### config.mk
export PLATFORM = sky130hd
export DESIGN_NAME = mdd_diag_request_decoder
export DESIGN_NICKNAME = d
export VERILOG_FILES = /design/src/rtl/mdd_pkg.sv /design/src/rtl/mdd_cnt_if.sv /design/src/rtl/mdd_diag_counters.sv /design/src/rtl/mdd_diag_request_decoder.sv
export SDC_FILE = /design/constraint.sdc
export NUM_CORES = 1
export LEC_CHECK = 0
export BUFFER_PORTS_ARGS = -buffer_cell sky130_fd_sc_hd__buf_2
export CORE_UTILIZATION = 50
export CTS_CLUSTER_DIAMETER = 120
export CTS_CLUSTER_SIZE = 24
export DETAILED_ROUTE_END_ITERATION = 7
export PLACE_DENSITY = 0.69
export SYNTH_ARGS = -nofsm -noshare
export SYNTH_HDL_FRONTEND = slang
export SYNTH_HIERARCHICAL = 1
export SYNTH_SLANG_ARGS = --single-unit
### constraint.sdc
create_clock -name mclk -period 12.25 [get_ports mclk]
set_clock_uncertainty 0.2 [all_clocks]
set_input_delay 2.45 -clock mclk [delete_from_list [all_inputs] [get_ports mclk]]
set_output_delay 2.45 -clock mclk [all_outputs]
set_load 0.005 [all_outputs]
### src/rtl/mdd_pkg.sv
// Constants, field layout and state codes of the diagnostics request decoder.
// Assumes a byte stream that carries whole requests, most significant byte first.
`default_nettype none

package mdd_pkg;

    // ****************************************
    // Request layout
    // ****************************************
    localparam logic [15:0] FUNC_DIAG    = 16'h0008;
    localparam logic [15:0] SUBF_DIAG    = 16'h0016;
    localparam logic [3:0]  IDX_UNIT     = 4'h0;
    localparam logic [3:0]  IDX_FUNC_HI  = 4'h1;
    localparam logic [3:0]  IDX_FUNC_LO  = 4'h2;
    localparam logic [3:0]  IDX_SUBF_HI  = 4'h3;
    localparam logic [3:0]  IDX_SUBF_LO  = 4'h4;
    localparam logic [3:0]  IDX_OP_HI    = 4'h5;
    localparam logic [3:0]  IDX_OP_LO    = 4'h6;
    localparam logic [3:0]  IDX_CTL_HI   = 4'h7;
    localparam logic [3:0]  IDX_CTL_LO   = 4'h8;
    localparam logic [3:0]  IDX_START    = 4'h9;
    localparam logic [3:0]  IDX_OVER     = 4'hA;
    localparam logic [3:0]  IDX_EXC_CODE = 4'h3;

    // ****************************************
    // Operation word and control word fields
    // ****************************************
    localparam int          OP_RSV_HI    = 15;
    localparam int          OP_RSV_LO    = 12;
    localparam int          OP_PV_HI     = 11;
    localparam int          OP_PV_LO     = 8;
    localparam int          OP_CODE_HI   = 7;
    localparam int          OP_CODE_LO   = 0;
    localparam int          CTL_DS_HI    = 15;
    localparam int          CTL_DS_LO    = 8;
    localparam int          CTL_PS_HI    = 7;
    localparam int          CTL_PS_LO    = 0;
    localparam logic [3:0]  OP_RSV_ZERO  = 4'h0;
    localparam logic [3:0]  PV_INITIAL   = 4'h0;

    localparam logic [7:0]  OPC_READ      = 8'h01;
    localparam logic [7:0]  OPC_CLEAR     = 8'h02;
    localparam logic [7:0]  OPC_CLEAR_ALL = 8'h03;
    localparam logic [7:0]  OPC_LIST      = 8'h04;

    localparam logic [7:0]  DS_BASIC      = 8'h01;
    localparam logic [7:0]  DS_ETH_PORT   = 8'h02;
    localparam logic [7:0]  DS_TCP502     = 8'h03;
    localparam logic [7:0]  DS_CONN_TABLE = 8'h04;
    localparam logic [7:0]  DS_OFFSETS    = 8'h7F;

    localparam logic [7:0]  PS_INTERNAL   = 8'h00;
    localparam logic [7:0]  PS_FIRST_LOG  = 8'h01;
    localparam logic [7:0]  PS_LAST_LOG   = 8'hFE;
    localparam logic [7:0]  PS_ARRIVAL    = 8'hFF;

    // ****************************************
    // Exception answer
    // ****************************************
    localparam logic [7:0]  EXC_FLAG      = 8'h80;
    localparam logic [7:0]  EXC_ILL_FUNC  = 8'h01;
    localparam logic [7:0]  EXC_ILL_VALUE = 8'h03;

    // ****************************************
    // Diagnostic counters
    // ****************************************
    localparam int          CNT_W         = 16;
    localparam int          CNT_NUM       = 3;
    localparam logic [15:0] CNT_MAX       = 16'hFFFF;
    localparam logic [15:0] CNT_ZERO      = 16'h0000;
    localparam logic [15:0] CNT_STEP      = 16'h0001;
    localparam int          CNT_REQ_OK    = 0;
    localparam int          CNT_EXC       = 1;
    localparam int          CNT_BAD       = 2;

    typedef enum logic [3:0] {
        ST_IDLE = 4'b0001,
        ST_RECV = 4'b0010,
        ST_EXEC = 4'b0100,
        ST_RESP = 4'b1000
    } mdd_state_t;

endpackage : mdd_pkg

`default_nettype wire

### src/rtl/mdd_cnt_if.sv
// Carrier between the request decoder and its diagnostic counter bank.
// Assumes both ends run on the same clock.
`default_nettype none

interface mdd_cnt_if;
    import mdd_pkg::*;
    logic [CNT_NUM-1:0]            evt;   // One-cycle count events
    logic                          clr;   // Clear every counter
    logic [CNT_NUM-1:0][CNT_W-1:0] cnt;   // Counter values

    modport dec  (output evt, output clr, input cnt);
    modport bank (input evt, input clr, output cnt);
endinterface : mdd_cnt_if

`default_nettype wire

### src/rtl/mdd_diag_counters.sv
// Bank of 16-bit diagnostic counters with wrap and clear.
// Assumes a synchronised active-low reset and one-cycle event pulses.
`default_nettype none

module mdd_diag_counters
    import mdd_pkg::*;
(
    input  wire logic mclk,   // System clock
    input  wire logic rst_n,  // Synchronised reset, active low
    mdd_cnt_if.bank   cb      // Events in, values out
);

    typedef struct packed {
        logic [CNT_NUM-1:0][CNT_W-1:0] cnt;
    } mdd_cnt_st_t;

    mdd_cnt_st_t st;
    mdd_cnt_st_t next_st;

    // ****************************************
    // Counting
    // ****************************************
    always_comb begin
        next_st = st;
        for (int i = 0; i < CNT_NUM; i++) begin
            if (cb.clr) begin
                next_st.cnt[i] = CNT_ZERO;                        // [RULE15]
            end else if (cb.evt[i]) begin
                // Counter never shows its top value: reaching it means zero
                if (st.cnt[i] + CNT_STEP == CNT_MAX) begin
                    next_st.cnt[i] = CNT_ZERO;                    // [RULE15]
                end else begin
                    next_st.cnt[i] = st.cnt[i] + CNT_STEP;
                end
            end
        end
    end

    always_ff @(posedge mclk or negedge rst_n) begin
        if (!rst_n) begin
            st <= '0;
        end else begin
            st <= next_st;
        end
    end

    assign cb.cnt = st.cnt;
endmodule // mdd_diag_counters

`default_nettype wire

### src/rtl/mdd_diag_request_decoder.sv
// Diagnostics request decoder: takes a request byte stream, checks and splits its fields,
// dispatches the action and streams back the echo or an exception answer.
// Assumes inputs synchronous to mclk and a response sink that takes one byte every cycle.
//
// Function
// RULE1: Request is unit, function, sub-function, words, index
// RULE2: Low operation byte selects the action
// RULE3: Codes read, clear, clear all, list ports
// RULE4: Requester zeroes operation bits fifteen to twelve
// RULE5: Bits eleven to eight hold version zero
// RULE6: Control high byte is data selection
// RULE7: Control low byte is port selector
// RULE8: Selector zero means internal port
// RULE9: Selectors one to FE are logical ports
// RULE10: Selector FF means arrival port
// RULE11: Requester uses FF when port irrelevant
// RULE12: Only port-specific selections use the selector
// RULE13: Typical request uses words 0001 and 0100
// RULE14: Defined selections 01 to 04 and 7F
// RULE15: Counters zero at top, clear, parameter change
// RULE16: Answer echoes every request field
// RULE17: Undefined or reserved values raise an exception; an undefined data selection passes without one for clear all and list ports
`default_nettype none

module mdd_diag_request_decoder
    import mdd_pkg::*;
#(
    parameter logic [7:0] NUM_PORTS = 8'h02        // Highest logical port number present
)(
    input  wire  logic       mclk,          // 125 MHz clock
    input  wire  logic       rst_n,         // Asynchronous reset, active low
    input  wire  logic       in_valid,      // Request byte present
    input  wire  logic [7:0] in_data,       // Request byte
    input  wire  logic       in_last,       // Last byte of request
    input  wire  logic [7:0] arrival_port,  // Port the request came in on
    input  wire  logic       comm_change,   // Communication parameters changed
    output var   logic       in_ready,      // Byte taken when high
    output var   logic       resp_valid,    // Answer byte present
    output var   logic [7:0] resp_data,     // Answer byte
    output var   logic       resp_last,     // Last answer byte
    output var   logic       act_read,      // Read selected data
    output var   logic       act_clear,     // Clear selected data
    output var   logic       act_clear_all, // Clear all data
    output var   logic       act_list,      // List ports
    output var   logic [7:0] act_sel,       // Data selection code
    output var   logic [7:0] act_port,      // Resolved port number
    output var   logic       act_port_used, // Port number is meaningful
    output var   logic [7:0] act_start,     // Starting entry index
    output var   logic [15:0] cnt_req_ok,   // Requests served
    output var   logic [15:0] cnt_exc,      // Exception answers
    output var   logic [15:0] cnt_bad       // Malformed frames
);

    typedef struct packed {
        mdd_state_t  state;
        logic [3:0]  idx;
        logic [7:0]  unit;
        logic [15:0] func;
        logic [15:0] subf;
        logic [15:0] op;
        logic [15:0] ctl;
        logic [7:0]  start;
        logic [7:0]  arr;
        logic        exc;
        logic [7:0]  exc_code;
        logic        in_ready;
        logic        resp_valid;
        logic        resp_last;
        logic [7:0]  resp_data;
        logic        act_read;
        logic        act_clear;
        logic        act_clear_all;
        logic        act_list;
        logic [7:0]  act_sel;
        logic [7:0]  act_port;
        logic        act_port_used;
        logic [7:0]  act_start;
        logic [CNT_NUM-1:0] evt;
        logic        cnt_clr;
    } mdd_dec_st_t;

    // ****************************************
    // Reset release
    // ****************************************
    logic [1:0] rst_pipe;
    logic       rst_sync_n;

    always_ff @(posedge mclk or negedge rst_n) begin
        if (!rst_n) begin
            rst_pipe <= 2'h0;
        end else begin
            rst_pipe <= {rst_pipe[0], 1'b1};
        end
    end

    assign rst_sync_n = rst_pipe[1];

    mdd_dec_st_t st;
    mdd_dec_st_t next_st;
    mdd_cnt_if   cnt_bus ();

    // Answer byte for a given position, echo or exception form
    function automatic logic [7:0] answer_byte(input mdd_dec_st_t s, input logic [3:0] i);
        logic [7:0] b;
        b = 8'h00;
        case (i)
            IDX_UNIT:    b = s.unit;                                  // [RULE16]
            IDX_FUNC_HI: b = s.func[15:8];
            IDX_FUNC_LO: b = s.exc ? (s.func[7:0] | EXC_FLAG) : s.func[7:0];
            IDX_SUBF_HI: b = s.exc ? s.exc_code : s.subf[15:8];       // [RULE17]
            IDX_SUBF_LO: b = s.subf[7:0];
            IDX_OP_HI:   b = s.op[15:8];
            IDX_OP_LO:   b = s.op[7:0];
            IDX_CTL_HI:  b = s.ctl[15:8];
            IDX_CTL_LO:  b = s.ctl[7:0];
            IDX_START:   b = s.start;
            default:     b = 8'h00;
        endcase
        return b;
    endfunction

    // ****************************************
    // Field decode
    // ****************************************
    logic [3:0] f_rsv;
    logic [3:0] f_pv;
    logic [7:0] f_opc;
    logic [7:0] f_ds;
    logic [7:0] f_ps;
    logic       ds_defined;
    logic       port_specific;
    logic       opc_defined;
    logic       needs_sel;

    always_comb begin
        f_rsv         = st.op[OP_RSV_HI:OP_RSV_LO];
        f_pv          = st.op[OP_PV_HI:OP_PV_LO];                    // [RULE5]
        f_opc         = st.op[OP_CODE_HI:OP_CODE_LO];                // [RULE2]
        f_ds          = st.ctl[CTL_DS_HI:CTL_DS_LO];                 // [RULE6]
        f_ps          = st.ctl[CTL_PS_HI:CTL_PS_LO];                 // [RULE7]
        ds_defined    = (f_ds == DS_BASIC) || (f_ds == DS_ETH_PORT) || (f_ds == DS_TCP502)
                        || (f_ds == DS_CONN_TABLE) || (f_ds == DS_OFFSETS); // [RULE14]
        port_specific = (f_ds == DS_ETH_PORT);                       // [RULE12]
        opc_defined   = (f_opc == OPC_READ) || (f_opc == OPC_CLEAR)
                        || (f_opc == OPC_CLEAR_ALL) || (f_opc == OPC_LIST); // [RULE3]
        needs_sel     = (f_opc == OPC_READ) || (f_opc == OPC_CLEAR);
    end

    // ****************************************
    // Sequencing
    // ****************************************
    always_comb begin
        next_st               = st;
        next_st.act_read      = 1'b0;
        next_st.act_clear     = 1'b0;
        next_st.act_clear_all = 1'b0;
        next_st.act_list      = 1'b0;
        next_st.evt           = '0;
        next_st.cnt_clr       = comm_change;                         // [RULE15]
        next_st.resp_valid    = 1'b0;
        next_st.resp_last     = 1'b0;
        case (st.state)
            ST_IDLE, ST_RECV: begin
                next_st.state    = st.state;
                next_st.in_ready = 1'b1;
                if (in_valid && st.in_ready) begin
                    next_st.state = ST_RECV;
                    if (st.idx != IDX_OVER) begin
                        next_st.idx = st.idx + 4'h1;
                    end
                    case (st.idx)                                     // [RULE1]
                        IDX_UNIT: begin
                            next_st.unit = in_data;
                            next_st.arr  = arrival_port;
                        end
                        IDX_FUNC_HI: next_st.func[15:8] = in_data;
                        IDX_FUNC_LO: next_st.func[7:0]  = in_data;
                        IDX_SUBF_HI: next_st.subf[15:8] = in_data;
                        IDX_SUBF_LO: next_st.subf[7:0]  = in_data;
                        IDX_OP_HI:   next_st.op[15:8]   = in_data;
                        IDX_OP_LO:   next_st.op[7:0]    = in_data;
                        IDX_CTL_HI:  next_st.ctl[15:8]  = in_data;
                        IDX_CTL_LO:  next_st.ctl[7:0]   = in_data;
                        IDX_START:   next_st.start      = in_data;
                        default:     next_st.start      = st.start;
                    endcase
                    if (in_last) begin
                        next_st.idx = IDX_UNIT;
                        if (st.idx == IDX_START) begin                // [RULE1]
                            next_st.state    = ST_EXEC;
                            next_st.in_ready = 1'b0;
                        end else begin
                            // Short or long frame: dropped silently, only counted
                            next_st.state          = ST_IDLE;
                            next_st.evt[CNT_BAD]   = 1'b1;
                        end
                    end
                end
            end
            ST_EXEC: begin
                next_st.exc      = 1'b1;
                next_st.exc_code = EXC_ILL_VALUE;
                if ((st.func != FUNC_DIAG) || (st.subf != SUBF_DIAG)) begin
                    next_st.exc_code = EXC_ILL_FUNC;                  // [RULE17]
                end else if ((f_rsv != OP_RSV_ZERO) || (f_pv != PV_INITIAL)) begin
                    next_st.exc_code = EXC_ILL_VALUE;                 // [RULE4] [RULE5] [RULE17]
                end else if (!opc_defined) begin
                    next_st.exc_code = EXC_ILL_FUNC;                  // [RULE17]
                end else if (needs_sel && !ds_defined) begin
                    next_st.exc_code = EXC_ILL_VALUE;                 // [RULE14] [RULE17]
                end else if (needs_sel && port_specific && (f_ps >= PS_FIRST_LOG)
                             && (f_ps <= PS_LAST_LOG) && (f_ps > NUM_PORTS)) begin
                    next_st.exc_code = EXC_ILL_VALUE;                 // [RULE9]
                end else begin
                    next_st.exc           = 1'b0;
                    next_st.act_read      = (f_opc == OPC_READ);      // [RULE3]
                    next_st.act_clear     = (f_opc == OPC_CLEAR);
                    next_st.act_clear_all = (f_opc == OPC_CLEAR_ALL);
                    next_st.act_list      = (f_opc == OPC_LIST);
                    next_st.cnt_clr       = comm_change || (f_opc == OPC_CLEAR)
                                            || (f_opc == OPC_CLEAR_ALL); // [RULE15]
                    next_st.act_sel       = f_ds;
                    next_st.act_start     = st.start;
                    next_st.act_port_used = needs_sel && port_specific; // [RULE12]
                    // Selector 00 and 01..FE pass as they are; FF names the arrival port
                    next_st.act_port      = (f_ps == PS_ARRIVAL) ? st.arr : f_ps; // [RULE8] [RULE9] [RULE10]
                    next_st.evt[CNT_REQ_OK] = 1'b1;
                end
                next_st.evt[CNT_EXC] = next_st.exc;
                next_st.state        = ST_RESP;
                next_st.idx          = IDX_FUNC_HI;
                next_st.resp_valid   = 1'b1;
                next_st.resp_data    = st.unit;                       // [RULE16]
            end
            ST_RESP: begin
                next_st.resp_valid = 1'b1;
                next_st.resp_data  = answer_byte(st, st.idx);         // [RULE16]
                next_st.idx        = st.idx + 4'h1;
                if ((st.exc && st.idx == IDX_EXC_CODE) || (!st.exc && st.idx == IDX_START)) begin
                    next_st.resp_last = 1'b1;
                    next_st.idx       = IDX_UNIT;
                    next_st.state     = ST_IDLE;
                    next_st.in_ready  = 1'b1;
                end
            end
            default: begin
                next_st = '0;
                next_st.state = ST_IDLE;
            end
        endcase
    end

    always_ff @(posedge mclk or negedge rst_sync_n) begin
        if (!rst_sync_n) begin
            st       <= '0;
            st.state <= ST_IDLE;
        end else begin
            st <= next_st;
        end
    end

    // ****************************************
    // Counters and outputs
    // ****************************************
    assign cnt_bus.evt = st.evt;
    assign cnt_bus.clr = st.cnt_clr;

    mdd_diag_counters u_counters (
        .mclk  (mclk),
        .rst_n (rst_sync_n),
        .cb    (cnt_bus)
    );

    assign in_ready      = st.in_ready;
    assign resp_valid    = st.resp_valid;
    assign resp_data     = st.resp_data;
    assign resp_last     = st.resp_last;
    assign act_read      = st.act_read;
    assign act_clear     = st.act_clear;
    assign act_clear_all = st.act_clear_all;
    assign act_list      = st.act_list;
    assign act_sel       = st.act_sel;
    assign act_port      = st.act_port;
    assign act_port_used = st.act_port_used;
    assign act_start     = st.act_start;
    assign cnt_req_ok    = cnt_bus.cnt[CNT_REQ_OK];
    assign cnt_exc       = cnt_bus.cnt[CNT_EXC];
    assign cnt_bad       = cnt_bus.cnt[CNT_BAD];

    logic exec_ok;
    assign exec_ok = (st.state == ST_EXEC) && (next_st.exc == 1'b0);
endmodule // mdd_diag_request_decoder

`default_nettype wire

### After elaboration in Yosys (flattened, before gate mapping)

Cells that the tools add are included.
Widths: inputs -> output; s select.

| storage, ports and cells | value |
|---|---|
| register bits | 199 |
| input bits | 21 |
| output and inout bits | 88 |
| logic and storage cells | 199 |

| cells by class | value |
|---|---|
| $add $sub $neg | 4 |
| $lt $le $gt $ge | 3 |
| equal/unequal tests | 47 |
| mux-type cells | 64 |
| bitwise gates (word level) | 3 |
| reduce and logical (&&, ||, !) cells | 45 |

Operators by type and width:

| kind | number |
|---|---|
| $pmux 88 s2 | 1 |
| $mux 29 | 5 |
| $mux 16 | 9 |
| $mux 8 | 16 |
| $mux 96 | 1 |
| $pmux 8 s10 | 1 |
| $pmux 29 s2 | 1 |
| $add 16x1->16 const B | 3 |
| $eq 16x16->1 const B | 3 |
| $pmux 8 s3 | 2 |
| $eq 8x2->1 const B | 4 |
| $reduce_and 3->1 | 10 |
| $eq 4x3->1 const B | 5 |
| $ne 2x2->1 const B | 9 |
| $pmux 9 s2 | 1 |
| $eq 8x1->1 const B | 2 |
| $eq 8x3->1 const B | 2 |
| $mux 2 | 8 |
| $ne 16x4->1 const B | 1 |
| $ne 16x5->1 const B | 1 |
| $ne 2x1->1 const B | 8 |
| $mux 1 | 15 |
| $eq 4x2->1 const B | 3 |
| $eq 4x4->1 const B | 3 |
| other kinds (24) | 52 |

### Depth between registers and ports, before layout

| depth | value |
|---|---|
| word-level depth | 12 |
| gate-level depth with buffers | 9 |
| gate-level depth less buffers | 8 |

### By module

The synthesis kept the hierarchy.

Modules (own cells, without submodules):

| module | instances | cells an instance | area each (um2) | seq. area each (um2) |
|---|---|---|---|---|
| mdd_diag_request_decoder | 1 | 690 | 7511.0 | 3629.7 |
| mdd_diag_counters | 1 | 426 | 3349.5 | 1201.2 |

### Worst setup path after synthesis

No wires, ideal clock.

| timing path | value |
|---|---|
| path kind | input to register |
| from | input in_valid |
| to | register st, in the netlist f_opc[0] |
| library setup time | 0.125 ns |
| arrival | 3.777 ns |
| required time | 11.925 ns |
| path slack | 8.148 ns |
| stages on the path | 5 |
| buffers on the path | 1 |
| path through | nand2_1 -> a21oi_1 -> clkbuf_1 -> nand2_1 -> mux2_2 |

| between the ends | value |
|---|---|
| cells in the longest elaborated chain, start to end | 3 |

RTL lines:

| item | RTL line | source |
|---|---|---|
| start: declaration | mdd_diag_request_decoder.sv:32 | `input wire logic in_valid,` |
| $logic_and 1x1->1 | mdd_diag_request_decoder.sv:166 | `if (in_valid && st.in_ready) begin` |
| $ne 2x2->1 (no source line) | - |  |
| $reduce_and 3->1 (no source line) | - |  |
| end signal: assignment | mdd_diag_request_decoder.sv:258 | `st <= next_st;` |
| end: declaration | mdd_diag_request_decoder.sv:98 | `mdd_dec_st_t st;` |

No other way between the ends.
A chain may end at the register's enable or synchronous reset.

### Worst setup path after layout

| timing path | value |
|---|---|
| from | register u_counters.st, in the netlist u_counters/cb.cnt[19] |
| to | output cnt_exc[3] |

RTL lines:

| item | RTL line | source |
|---|---|---|
| start: declaration | mdd_diag_counters.sv:17 | `mdd_cnt_st_t st;` |
| start signal: assignment | mdd_diag_counters.sv:43 | `st <= next_st;` |
| end: declaration | mdd_diag_request_decoder.sv:50 | `output var logic [15:0] cnt_exc,` |

No word-level cell between the ends.

==> results.sh <==
export IMPL_avgViaCountPerCell=6.41
export IMPL_synth_edf_count=0
export IMPL_worst_slew_pin_slew_ps=1160
export IMPL_grt_use_total_pct=26.6
export IMPL_path_max_fanout=13
export IMPL_cp_start_kind="register"
export IMPL_hold_viol_final=0
export IMPL_antenna_found_initial=0
export IMPL_finish_utilization_pct=56.1
export IMPL_setup_viol_count_final=0
export IMPL_worst_hold_path_type="reg2async"
export IMPL_synthCells=1116
export IMPL_layout_commonest_cell="dfrtp_1"
export IMPL_gp_congestion=0.955
export IMPL_syn_to_final_growth_pct=9.22
export IMPL_syn_avg_cell_area_um2=9.73
export IMPL_netlist_top_cells_area="dfrtp_1, mux2_2, nand2_1"
export IMPL_fin_setup_tns_ps=0
export IMPL_rsz0062_at_grt="false"
export IMPL_seq_area_um2=4830
export IMPL_drtAntennaViolNets=0
export IMPL_fillers=1868
export IMPL_ys_seq_elements=193
export IMPL_worstPathCellList="buf_2"
export IMPL_slowest_stage="dfrtp_1"
export IMPL_ys_flop_type="dfrtp_1"
export IMPL_grt_first_pass_wirelength_mm=46.4
export IMPL_cts_setup_buffers=0
export IMPL_die_area_um2=22300
export IMPL_critPathBufInv=1
export IMPL_drc=0
export IMPL_cts_buffers=17
export IMPL_numPlacedInstances=1390
export IMPL_routed_wl_mm=29.0
export IMPL_root_buffer="clkbuf_16"
export IMPL_crit_path_end_kind="primary output"
export IMPL_vias=9112
export IMPL_htree_levels=4
export IMPL_cts_tree="done"
export IMPL_port_buffer_count=108
export IMPL_multi_input_area_um2=5370
export IMPL_worstPathRequired_ps=9600
export IMPL_vdd_drop_max_mv=0.129
export IMPL_wl_per_cell_um=20.4
export IMPL_initial_core_util_pct=51.3
export IMPL_post_route_period_util_pct=31.3
export IMPL_cp_top_family="flip-flops"
export IMPL_antennaDiodeCount=0
export IMPL_cts_resized=0
export IMPL_grt_remaining_overflow=0
export IMPL_nNetsFinal=1165
export IMPL_drv_cap=0
export IMPL_p_total_mw=2.63
export IMPL_pin_count=109
export IMPL_yosysTopAreaCell="dfrtp_1"
export IMPL_clk_pin_slew_ps=80
export IMPL_yosysWarnings=6
export IMPL_core_area_um2=21200
export IMPL_cts_sinks=193
export IMPL_seq_area_frac_synth_pct=44.5
export IMPL_grt_max_degree=88
export IMPL_layout_cells_non_filler=1422
export IMPL_hold_buffers=0
export IMPL_syn_area_um2=10900
export IMPL_drtPass1Iterations=6
export IMPL_fin_crit_ps=3830
export IMPL_p_per_area_nw_per_um2=222
export IMPL_num_rows=53
export IMPL_dr_first_iter_drc_count=695
export IMPL_syn_nets=1147
export IMPL_critPathKind="reg2out"
export IMPL_arrival_ps=1180
export IMPL_ys_types=85
export IMPL_cts_buffer_depth=2
export IMPL_status="complete, no violations"
export IMPL_cellLeakagePower_nw=5.08
export IMPL_clk_latency_ps=430
export IMPL_critPathMaxStageDelay_ps=560
export IMPL_mostFrequentLayoutCells="dfrtp_1, nand2_1, buf_2, mux2_2, nor2_1"
export IMPL_timing_slew_headroom_pct=22.1
export IMPL_dpl_hpwl_mm=19.5
export IMPL_report_final_slew_viol_count=0
export IMPL_clock_fmax_mhz=261
export IMPL_drive_above_1_share_pct=23.1
export IMPL_holdWs_ps=58.6
export IMPL_die_w_um=149
export IMPL_postSynth_asyncResetShare_pct=100
export IMPL_grt_pass1_vias=8489
export IMPL_die_y_um=149
export IMPL_yosysTopAreaCellShare_pct=44.2
-- cells in the mapped netlist (11+ instances only) --
cell and n:
a21oi_1 27, a22oi_1 23, a31oi_1 19, a32oi_1 27
and2_1 11, and4_1 19, buf_1 11, buf_4 32
clkbuf_1 65, dfrtp_1 192, inv_1 23, mux2_2 81
nand2_1 109, nand2b_1 13, nand3_1 38, nand4_1 29
nor2_1 57, nor3_1 23, nor4_1 20, o211ai_1 14
o21ai_0 54, o311ai_0 12
-- per-stage QoR --
step / instance area, um^2 / setup WS, ps
after floorplan: 10900 / 6280
after global placement: 11300 / 8110
after detailed placement: 11300 / 8060
after CTS: 11900 / 8400
after global routing: 11900 / 8330
final: 11900 / 8420
-- power by group --
part / total, mW / switching, mW / internal [mW]
clock: 0.574 / 0.257 / 0.318
sequential: 1.12 / 0.290 / 0.833
combinational: 0.933 / 0.501 / 0.432
-- registers in the layout, summed over array words and instances (netlist names), 8 cells and up --
register           cells
act_sel                8
f_opc                  8
f_ds                   8
u_counters/cb.cnt     48
act_start              8
act_port               8
st                    67
f_ps                   8
resp_data              8
-- final cells by class --
type                    instances  share of cell area [%]
clock buffers                  20                    3.85
clock inverters                12                    1.24
inverters                      24                   0.759
multi-input cells             780                    45.3
flip-flops and latches        193                    40.8
well taps                     275                    2.90
repair buffers                118                    5.19
-- layer usage --
metal,vias to the layer above,GRT usage [%],wire length [um]
li1,4222,-,-
met1,4526,37.5,12800
met2,329,42.4,14000
met3,35,3.15,1730
met4,0,8.42,531
met5,-,0,0
-- worst reg2reg max path, stage by stage (launching register included) --
cell and delay (ps):
dfrtp_1 400, nor4_1 710, and4b_1 620, nand2_1 320, nor3_2 850, o21ai_0 250
-- cells by family (layout without fill, tap and decap cells) --
family / after synthesis / after routing / share of synthesized area [%]
fa+ha+maj: 10 / 10 / 1.15
flops: 193 / 193 / 44.5
other cells: 1 / 1 / 0.0345
mux: 91 / 91 / 9.32
xor+xnor: 10 / 10 / 0.806
buf+inv: 143 / 174 / 6.23
simple gates: 403 / 403 / 20.4
compound gates: 265 / 265 / 17.5
-- final timing paths --
| path | startpoint | slack (ps) | depth (start not counted) | end |
|---|---|---|---|---|
| min in group mclk | rst_pipe[0] | 150 | 0 | rst_pipe[1] |
| setup / recovery | u_counters/cb.cnt[19] | 8420 | 1 | cnt_exc[3] |
| max in group asynchronous | rst_n | 10160 | 1 | rst_pipe[1] |
| setup reg to reg | f_opc[5] | 8720 | 5 | act_start[3] |
| hold reg to reg | rst_pipe[1] | 60 | 0 | u_counters/cb.cnt[14] |
| hold / removal | rst_pipe[1] | 60 | 0 | u_counters/cb.cnt[14] |
(Power assumes the default switching activity.)
